==> src/ckpio_pkg.sv <==
// Constants, register map and types for the console keyboard/printer logic.
// Assumes a 40 MHz mclk and an AXI4-Lite master with 32-bit data.
package ckpio_pkg;
   localparam int CLK_MHZ = 40;
   localparam int STROBE_NS = 1000;
   localparam int STROBE_CYC = (STROBE_NS * CLK_MHZ + 999) / 1000;
   localparam int NUM_KEYS = 62;
   localparam int CODE_W = 7;
   localparam int KEY_W = 6;
   localparam int COL_W = 7;
   localparam logic [6:0] LINE_LEN = 7'h48;
   // Register byte addresses
   localparam logic [7:0] REG_CTRL = 8'h00;
   localparam logic [7:0] REG_TXD = 8'h04;
   localparam logic [7:0] REG_STAT = 8'h08;
   localparam logic [7:0] REG_IRQ = 8'h0C;
   localparam logic [7:0] REG_MASK = 8'h10;
   localparam logic [7:0] REG_KEY = 8'h14;
   // CTRL fields
   localparam int CTL_HALT_UNPR = 0;
   localparam int CTL_ECHO = 1;
   localparam int CTL_WRAP = 2;
   localparam int CTL_BRK = 3;
   localparam int CTL_SKIP = 4;
   localparam int CTL_RESTART = 5;
   // IRQ fields
   localparam int IRQ_KEY = 0;
   localparam int IRQ_BRK = 1;
   localparam int IRQ_STOP = 2;
   localparam int IRQ_UNPR = 3;
   localparam int IRQ_W = 4;
   localparam logic [4:0] CTRL_RESET = 5'h01;
   // Character codes
   localparam logic [6:0] CH_SEMI = 7'h3B;
   localparam logic [6:0] CH_BRK = 7'h7E;
   localparam logic [6:0] CH_STOP = 7'h7F;
   localparam logic [6:0] CH_CR = 7'h0D;
   localparam logic [6:0] CH_PRINT_LO = 7'h20;
   localparam logic [1:0] RESP_OK = 2'h0;
   localparam logic [1:0] RESP_ERR = 2'h2;
   typedef enum logic [1:0] {
      CKPIO_RUN = 2'b00,
      CKPIO_HALT_BRK = 2'b01,
      CKPIO_HALT_STOP = 2'b10,
      CKPIO_HALT_UNPR = 2'b11
   } ckpio_state_t;
endpackage : ckpio_pkg

==> src/ckpio_top.sv <==
// Console keyboard encoder and printer output path with AXI4-Lite registers.
// Assumes key lines are asynchronous pins; the computer writes characters over AXI.
//
// Summary of operation
// - Each of 62 keys yields its own native character code.
// - Every key press pulses one shared strobe line.
// - Key code leaves on seven parallel lines.
// - Halt option set: unprintable code stalls the printer.
// - Halt option clear: unprintable code prints a semicolon.
// - Indicator shows sprocket always on plus seven code bits.
// - Echo option prints command symbols instead of executing them.
// - Wrap mode returns carriage when the line fills.
// - Otherwise carriage return only on the coded function character.
// - Breakpoint option makes breakpoint character stop the typewriter.
// - Breakpoint halt lights the breakpoint indicator.
// - Stop character halts and lights a separate stop indicator.
// - Print suppress inhibits all typewriter action.
// - Decoding still accepts every code while suppressed.
// - Keyboard characters are also printed as a copy.
`timescale 1ns/1ps
`default_nettype none
module ckpio_top (
   input wire logic mclk,
   input wire logic rst,
   input wire logic [ckpio_pkg::NUM_KEYS-1:0] key_pressed,
   output logic [ckpio_pkg::CODE_W-1:0] key_code,
   output logic key_strobe,
   output logic [ckpio_pkg::CODE_W:0] code_indicator,
   output logic brk_indicator,
   output logic stop_indicator,
   output logic [ckpio_pkg::CODE_W-1:0] type_char,
   output logic type_strike,
   output logic carriage_return,
   input wire logic s_axi_awvalid,
   output logic s_axi_awready,
   input wire logic [7:0] s_axi_awaddr,
   input wire logic s_axi_wvalid,
   output logic s_axi_wready,
   input wire logic [31:0] s_axi_wdata,
   input wire logic [3:0] s_axi_wstrb,
   output logic s_axi_bvalid,
   input wire logic s_axi_bready,
   output logic [1:0] s_axi_bresp,
   input wire logic s_axi_arvalid,
   output logic s_axi_arready,
   input wire logic [7:0] s_axi_araddr,
   output logic s_axi_rvalid,
   input wire logic s_axi_rready,
   output logic [31:0] s_axi_rdata,
   output logic [1:0] s_axi_rresp,
   output logic irq
);
   import ckpio_pkg::*;

   ////////////////////////////////////////////////////////////////////////////
   // Key synchroniser and encoder
   logic [NUM_KEYS-1:0] key_s1, key_s2, key_s3;
   logic [NUM_KEYS-1:0] next_key_s1, next_key_s2, next_key_s3;
   logic [CODE_W-1:0] next_key_code;
   logic [5:0] strobe_cnt, next_strobe_cnt;
   logic key_event;
   logic [CODE_W-1:0] enc_code;

   // Native coding: key n maps to code n+1, never zero
   always_comb begin
      enc_code = '0;
      key_event = 1'b0;
      for (int i = 0; i < NUM_KEYS; i++) begin
         if (key_s2[i] && !key_s3[i] && !key_event) begin
            enc_code = CODE_W'(i + 1);
            key_event = 1'b1;
         end
      end
   end

   always_comb begin
      next_key_s1 = key_pressed;
      next_key_s2 = key_s1;
      next_key_s3 = key_s2;
      next_key_code = key_event ? enc_code : key_code;
      next_strobe_cnt = strobe_cnt;
      if (key_event) begin
         next_strobe_cnt = 6'(STROBE_CYC);
      end else if (strobe_cnt != '0) begin
         next_strobe_cnt = strobe_cnt - 6'h01;
      end
   end

   always_ff @(posedge mclk) begin
      if (rst) begin
         key_s1 <= '0;
         key_s2 <= '0;
         key_s3 <= '0;
         key_code <= '0;
         strobe_cnt <= '0;
      end else begin
         key_s1 <= next_key_s1;
         key_s2 <= next_key_s2;
         key_s3 <= next_key_s3;
         key_code <= next_key_code;
         strobe_cnt <= next_strobe_cnt;
      end
   end
   assign key_strobe = (strobe_cnt != '0);

   ////////////////////////////////////////////////////////////////////////////
   // Register bus
   logic [4:0] ctrl, next_ctrl;
   logic [IRQ_W-1:0] irq_stat, next_irq_stat, irq_mask, next_irq_mask;
   logic aw_held, w_held, next_aw_held, next_w_held;
   logic [7:0] aw_addr, next_aw_addr;
   logic [31:0] w_data, next_w_data;
   logic next_bvalid, next_rvalid;
   logic [1:0] next_bresp, next_rresp;
   logic [31:0] next_rdata;
   logic wr_fire, txd_write, restart;
   logic w_data_strb0, next_w_strb0;
   logic [CODE_W-1:0] txd_char;
   ckpio_state_t state, next_state;
   logic [IRQ_W-1:0] irq_set;

   assign s_axi_awready = !aw_held && !s_axi_bvalid;
   assign s_axi_wready = !w_held && !s_axi_bvalid;
   assign s_axi_arready = !s_axi_rvalid;
   assign wr_fire = aw_held && w_held && !s_axi_bvalid;
   assign txd_write = wr_fire && aw_addr == REG_TXD && w_data_strb0;
   assign txd_char = w_data[CODE_W-1:0];
   assign restart = wr_fire && aw_addr == REG_CTRL && w_data[CTL_RESTART];

   always_comb begin
      next_aw_held = aw_held;
      next_w_held = w_held;
      next_aw_addr = aw_addr;
      next_w_data = w_data;
      next_w_strb0 = w_data_strb0;
      next_bvalid = s_axi_bvalid && !s_axi_bready;
      next_bresp = s_axi_bresp;
      next_ctrl = ctrl;
      next_irq_mask = irq_mask;
      next_irq_stat = irq_stat;
      next_rvalid = s_axi_rvalid && !s_axi_rready;
      next_rresp = s_axi_rresp;
      next_rdata = s_axi_rdata;
      if (s_axi_awvalid && s_axi_awready) begin
         next_aw_held = 1'b1;
         next_aw_addr = s_axi_awaddr;
      end
      if (s_axi_wvalid && s_axi_wready) begin
         next_w_held = 1'b1;
         next_w_data = s_axi_wdata;
         next_w_strb0 = s_axi_wstrb[0];
      end
      if (wr_fire) begin
         next_aw_held = 1'b0;
         next_w_held = 1'b0;
         next_bvalid = 1'b1;
         next_bresp = RESP_OK;
         unique case (aw_addr)
            REG_CTRL: if (w_data_strb0) next_ctrl = w_data[4:0];
            REG_IRQ: if (w_data_strb0) next_irq_stat = irq_stat & ~w_data[IRQ_W-1:0];
            REG_MASK: if (w_data_strb0) next_irq_mask = w_data[IRQ_W-1:0];
            REG_TXD: ;
            default: next_bresp = RESP_ERR;
         endcase
      end
      // Set wins over a clear in the same cycle
      next_irq_stat = next_irq_stat | irq_set;
      if (s_axi_arvalid && s_axi_arready) begin
         next_rvalid = 1'b1;
         next_rresp = RESP_OK;
         next_rdata = '0;
         unique case (s_axi_araddr)
            REG_CTRL: next_rdata[4:0] = ctrl;
            REG_TXD: next_rdata[CODE_W-1:0] = type_char;
            REG_STAT: next_rdata[1:0] = state;
            REG_IRQ: next_rdata[IRQ_W-1:0] = irq_stat;
            REG_MASK: next_rdata[IRQ_W-1:0] = irq_mask;
            REG_KEY: next_rdata[CODE_W-1:0] = key_code;
            default: next_rresp = RESP_ERR;
         endcase
      end
   end

   always_ff @(posedge mclk) begin
      if (rst) begin
         aw_held <= 1'b0;
         w_held <= 1'b0;
         aw_addr <= '0;
         w_data <= '0;
         w_data_strb0 <= 1'b0;
         s_axi_bvalid <= 1'b0;
         s_axi_bresp <= RESP_OK;
         ctrl <= CTRL_RESET;
         irq_mask <= '0;
         irq_stat <= '0;
         s_axi_rvalid <= 1'b0;
         s_axi_rresp <= RESP_OK;
         s_axi_rdata <= '0;
      end else begin
         aw_held <= next_aw_held;
         w_held <= next_w_held;
         aw_addr <= next_aw_addr;
         w_data <= next_w_data;
         w_data_strb0 <= next_w_strb0;
         s_axi_bvalid <= next_bvalid;
         s_axi_bresp <= next_bresp;
         ctrl <= next_ctrl;
         irq_mask <= next_irq_mask;
         irq_stat <= next_irq_stat;
         s_axi_rvalid <= next_rvalid;
         s_axi_rresp <= next_rresp;
         s_axi_rdata <= next_rdata;
      end
   end
   assign irq = |(irq_stat & irq_mask);

   ////////////////////////////////////////////////////////////////////////////
   // Printer decode
   logic char_in;
   logic [CODE_W-1:0] char_code;
   logic printable, is_cmd;
   logic [CODE_W-1:0] next_type_char;
   logic next_strike, next_cr, strike_raw, cr_raw;
   logic [COL_W-1:0] col, next_col;
   logic [CODE_W:0] next_ind;

   // Keyboard copy takes priority; a write in the same cycle is dropped
   assign char_in = txd_write || key_event;
   assign char_code = key_event ? enc_code : txd_char;
   assign printable = char_code >= CH_PRINT_LO;
   assign is_cmd = !printable && char_code != '0;

   always_comb begin
      next_state = state;
      next_type_char = type_char;
      strike_raw = 1'b0;
      cr_raw = 1'b0;
      next_col = col;
      next_ind = code_indicator;
      irq_set = '0;
      irq_set[IRQ_KEY] = key_event;
      if (restart) begin
         next_state = CKPIO_RUN;
      end else if (char_in && state == CKPIO_RUN) begin
         next_ind = {char_code, 1'b1};
         if (char_code == CH_STOP) begin
            next_state = CKPIO_HALT_STOP;
            irq_set[IRQ_STOP] = 1'b1;
         end else if (char_code == CH_BRK && ctrl[CTL_BRK]) begin
            next_state = CKPIO_HALT_BRK;
            irq_set[IRQ_BRK] = 1'b1;
         end else if (char_code == CH_CR && !ctrl[CTL_ECHO]) begin
            cr_raw = 1'b1;
            next_col = '0;
         end else if (is_cmd && ctrl[CTL_ECHO]) begin
            next_type_char = char_code;
            strike_raw = 1'b1;
            next_col = col + 7'h01;
         end else if (!printable) begin
            if (ctrl[CTL_HALT_UNPR]) begin
               next_state = CKPIO_HALT_UNPR;
               irq_set[IRQ_UNPR] = 1'b1;
            end else begin
               next_type_char = CH_SEMI;
               strike_raw = 1'b1;
               next_col = col + 7'h01;
            end
         end else begin
            next_type_char = char_code;
            strike_raw = 1'b1;
            next_col = col + 7'h01;
         end
         if (strike_raw && ctrl[CTL_WRAP] && next_col >= LINE_LEN) begin
            cr_raw = 1'b1;
            next_col = '0;
         end
      end
      next_strike = strike_raw && !ctrl[CTL_SKIP];
      next_cr = cr_raw && !ctrl[CTL_SKIP];
   end

   always_ff @(posedge mclk) begin
      if (rst) begin
         state <= CKPIO_RUN;
         type_char <= '0;
         type_strike <= 1'b0;
         carriage_return <= 1'b0;
         col <= '0;
         code_indicator <= 8'h01;
      end else begin
         state <= next_state;
         type_char <= next_type_char;
         type_strike <= next_strike;
         carriage_return <= next_cr;
         col <= next_col;
         code_indicator <= next_ind;
      end
   end
   assign brk_indicator = (state == CKPIO_HALT_BRK);
   assign stop_indicator = (state == CKPIO_HALT_STOP);
endmodule : ckpio_top
`default_nettype wire

==> config.mk <==
export PLATFORM = sky130hd
export DESIGN_NAME = ckpio_top
export DESIGN_NICKNAME = d
export VERILOG_FILES = /design/src/ckpio_pkg.sv /design/src/ckpio_top.sv
export SDC_FILE = /design/constraint.sdc
export NUM_CORES = 1
export LEC_CHECK = 0
export BUFFER_PORTS_ARGS = -buffer_cell sky130_fd_sc_hd__clkbuf_2
export CAP_MARGIN = 20
export CORE_UTILIZATION = 60
export DETAILED_ROUTE_END_ITERATION = 10
export PLACE_DENSITY_LB_ADDON = 0.1
export SYNTH_ARGS = -nofsm -noshare
export SYNTH_HDL_FRONTEND = slang
export SYNTH_SLANG_ARGS = --single-unit
==> constraint.sdc <==
create_clock -name mclk -period 7.14 [get_ports mclk]
set_clock_uncertainty 0.05 [all_clocks]
set_input_delay 1.071 -clock mclk [delete_from_list [all_inputs] [get_ports mclk]]
set_output_delay 1.071 -clock mclk [all_outputs]
set_load 0.01 [all_outputs]
==> reports/summary.txt <==
Status - completed
Multiplexer share of the synthesized area - 0.0125
CP Capture Type - register
CTS Hold Bufs - 0
Share of synthesized registers carrying an async set or reset - 0
Hpwl dp - 14.8 mm
Port bufs - 132
Core Util, Final - 0.707
Final Non-Filler Cells - 1,498
Initial antenna violation count - 0
Pwr dens - 277 nW/µm²
Synthesis-to-layout area growth - 15.3%
Critical path required time - 7.53 ns
Reg clk slew, reported paths - 0.06 ns
Min-delay src - key_s1[4]$_SDFF_PP0_
Residual DRC - 0
RR Endpoint - col[3]$_SDFFE_PP0P_
Num CTS Buffers - 26
Die ar. - 18,200 µm²
Synth Area in XOR/XNOR - 0.00166
Post-CTS Setup Bufs - 0
Final Hold Fails - 0
CP Launch Type - register
Fmax - 224 MHz
Max transition margin - 0.323
First-pass GRT wire length - 34.2 mm
Largest family of logic cells by synthesized area - simple AND/OR/NAND/NOR gates
Chip height - 135 µm
Cells after synthesis - 1,136
CTS tree - built
R2r startpoint - key_s2[4]$_SDFF_PP0_
Crit Path Class - register to register
H-tree depth - 1
DRT iter0 DRCs - 527
Max-slew violation count - 0
Yosys Warn Count - 0
CP max FO - 14
Reg2Reg Setup Slack - 2.67 ns
Pin count of the biggest net entering global routing - 129
Adder-cell share of the synthesized area - 0.00237
ANT nets after route - 0
Worst hold path depth - 1
Register bit total from synthesis - 265
Vias in the first global route - 7,186
Compound-cell area share of the yosys netlist - 0.111
Share of layout cells above drive strength 1 - 0.168
Per-cell routed wire length - 14.2 µm
Post-DR vias/cell - 5.32
Largest stage delay on the critical path - 0.67 ns
Final cycle utilization of the critical path - 0.626
Core box area - 17,200 µm²
Worst Hold End - key_s2[4]$_SDFF_PP0_
Initial core utilization - 0.613
Crit-path slowest cell - nor4_2
Clock Sink Count - 265
Fill count - 1,364
Fin crit period - 4.47 ns
Nets - 1,378
Arr. time, crit path - 4.87 ns
Worst VDD drop - 0.204 mV
Vias - 7,966
Chip width - 135 µm
Root buffer cell - clkbuf_16
Max-Cap Viols - 0
Final setup vio count - 0
Hold Path Class - register to register
Static leakage - 4.99 nW
Total gr overflow - 0
Part of the Yosys area used for sequential elements - 0.502
Worst-Skew Late Latency - 0.52 ns
Post_cts resized - 0
Simple-Gate Fraction of Synth Area - 0.327
Cell Area, Synth - 10,600 µm²
I/O pin cnt - 190
Clk buf depth - 3
DP Cell Count - 1,451
R2R depth - 12
Rows - 48
RSZ-0062 raised after global routing - no
Mean Syn Cell Area - 9.30 µm²
Worst-margin pin slew - 1.01 ns
Footprint of the multi-input gates - 4910 µm²
Cell Chain, Critical Path - nor2b_4 -> nor4_2 -> nand3_1 -> nor4_2 -> nand2b_4 -> o32ai_2 -> nand3b_2 -> or3_1 -> a21oi_2 -> a211o_1 -> nand3_1 -> o22ai_1
Register area - 5310 µm²
Ant diodes - 0
TNS Setup - 0 ns
Overall routing resource usage - 0.232
Number of synthesized flops with an enable pin - 0
Predominant post-synthesis flop cell - dfxtp_1
Drt pass-1 iters - 6
Routed WL - 21.3 mm
Distinct cell type count after synthesis - 87
GPL Wtd Cong - 0.928
-- layout by cell type (no fill, tap or decap), types with 9 or more instances in the layout --
cell / netlist / routed
nand2b_1: 52 / 52
a31oi_1: 14 / 14
clkbuf_16: 0 / 27
clkbuf_2: 1 / 132
a21oi_1: 50 / 50
o21ai_0: 13 / 13
nand2_1: 82 / 82
nor4_1: 19 / 19
a211oi_1: 9 / 9
nand4_1: 12 / 12
nor2b_1: 226 / 226
nor2_1: 76 / 76
and2_1: 10 / 10
o22ai_1: 9 / 9
inv_1: 16 / 16
conb_1: 2 / 29
mux2i_1: 11 / 11
dfxtp_1: 265 / 265
or4_1: 9 / 9
nand3_1: 29 / 29
nor3_1: 29 / 29
-- worst max-delay path, delay by kind of cell, from the launching register on --
family	cells	cell delay (ns)
AO/OA/AOI/OAI	4	1.27
AND/OR/NAND/NOR	8	2.77
flip-flops	1	0.31
-- worst max path at each step --
stage	end	startpoint	slack, ns	depth (start not counted)
floorplan	col[0]$_SDFFE_PP0P_	key_s2[4]$_SDFF_PP0_	3.60	12
global placement	col[4]$_SDFFE_PP0P_	key_s2[4]$_SDFF_PP0_	2.85	12
detailed placement	col[3]$_SDFFE_PP0P_	key_s2[4]$_SDFF_PP0_	2.76	12
CTS	col[3]$_SDFFE_PP0P_	key_s2[4]$_SDFF_PP0_	2.75	12
global route	col[4]$_SDFFE_PP0P_	key_s2[6]$_SDFF_PP0_	2.42	12
finish	col[3]$_SDFFE_PP0P_	key_s2[4]$_SDFF_PP0_	2.67	12
-- flip-flops by register name, summed over array words and instances, names as in the netlist, 4 cells and up --
register,flops
aw_addr,8
irq_stat,4
w_data,7
strobe_cnt,6
ctrl,5
col,7
type_char,7
key_s1,62
key_code,6
code_indicator,7
key_s2,62
key_s3,62
s_axi_rdata,7
irq_mask,4
-- stage by stage --
stage	setup WS, ns	hold slack (ns)	power, mW	area, µm²
3_3_place_gp	2.85	0.367	1.95	11200
6_report	2.67	0.379	3.38	12200
2_1_floorplan	3.60	0.364	1.86	10700
4_1_cts	2.75	0.382	3.41	12200
3_5_place_dp	2.76	0.370	1.95	11200
5_1_grt	2.42	0.402	3.51	12200
-- kinds of logic (layout without fill, tap and decap cells) --
logic type,count (synthesis),in the layout
AO/OA/AOI/OAI,165,165
XOR/XNOR,2,2
adder cells (fa/ha/maj),2,2
buffers and inverters,87,197
flip-flops,265,265
multiplexers,13,13
other,2,29
AND/OR/NAND/NOR,600,600
-- cells in the mapped netlist (all sizes together), types with 6 or more instances --
| cell | n | area (µm²) |
|---|---|---|
| dfxtp | 265 | 5310 |
| nor2b | 228 | 1440 |
| nand2 | 82 | 308 |
| nor2 | 77 | 292 |
| nand2b | 53 | 339 |
| a21oi | 52 | 268 |
| clkbuf | 38 | 144 |
| buf | 33 | 248 |
| nor3 | 31 | 165 |
| nand3 | 30 | 155 |
| nor4 | 23 | 186 |
| inv | 16 | 60.1 |
| o21ai | 16 | 83.8 |
| a31oi | 14 | 87.6 |
| nand4 | 13 | 87.6 |
| mux2i | 11 | 110 |
| or4 | 11 | 90.1 |
| and2 | 10 | 62.6 |
| o22ai | 10 | 68.8 |
| a211oi | 9 | 67.6 |
| and3 | 8 | 50.1 |
| o21a | 8 | 60.1 |
| a22oi | 7 | 52.6 |
| or3 | 7 | 43.8 |
| o211ai | 6 | 45.0 |
| or2 | 6 | 37.5 |
-- power by group --
part | total [mW] | switching (mW) | internal (mW) | leakage [nW]
logic | 0.341 | 0.203 | 0.138 | 2.36
registers | 1.58 | 0.0390 | 1.55 | 2.18
clock network | 1.45 | 0.539 | 0.914 | 0.459
-- area by class of cell --
class / instances / share of cell area
flip-flops and latches: 265 / 0.435
well taps: 225 / 0.0231
clock buffers: 39 / 0.0657
clock inverters: 7 / 0.0113
multi-input cells: 811 / 0.403
inverters: 16 / 0.00493
repair buffers: 135 / 0.0564
-- metal layers --
| metal | up-vias | GRT usage | part of all wire |
|---|---|---|---|
| met4 | 0 | 0.0674 | 0.020 |
| li1 | 4076 | - | - |
| met1 | 3632 | 0.299 | 0.46 |
| met5 | - | 0 | 0 |
| met3 | 35 | 0.0357 | 0.052 |
| met2 | 223 | 0.400 | 0.47 |
Note: power is estimated with default switching activity, not from simulation.
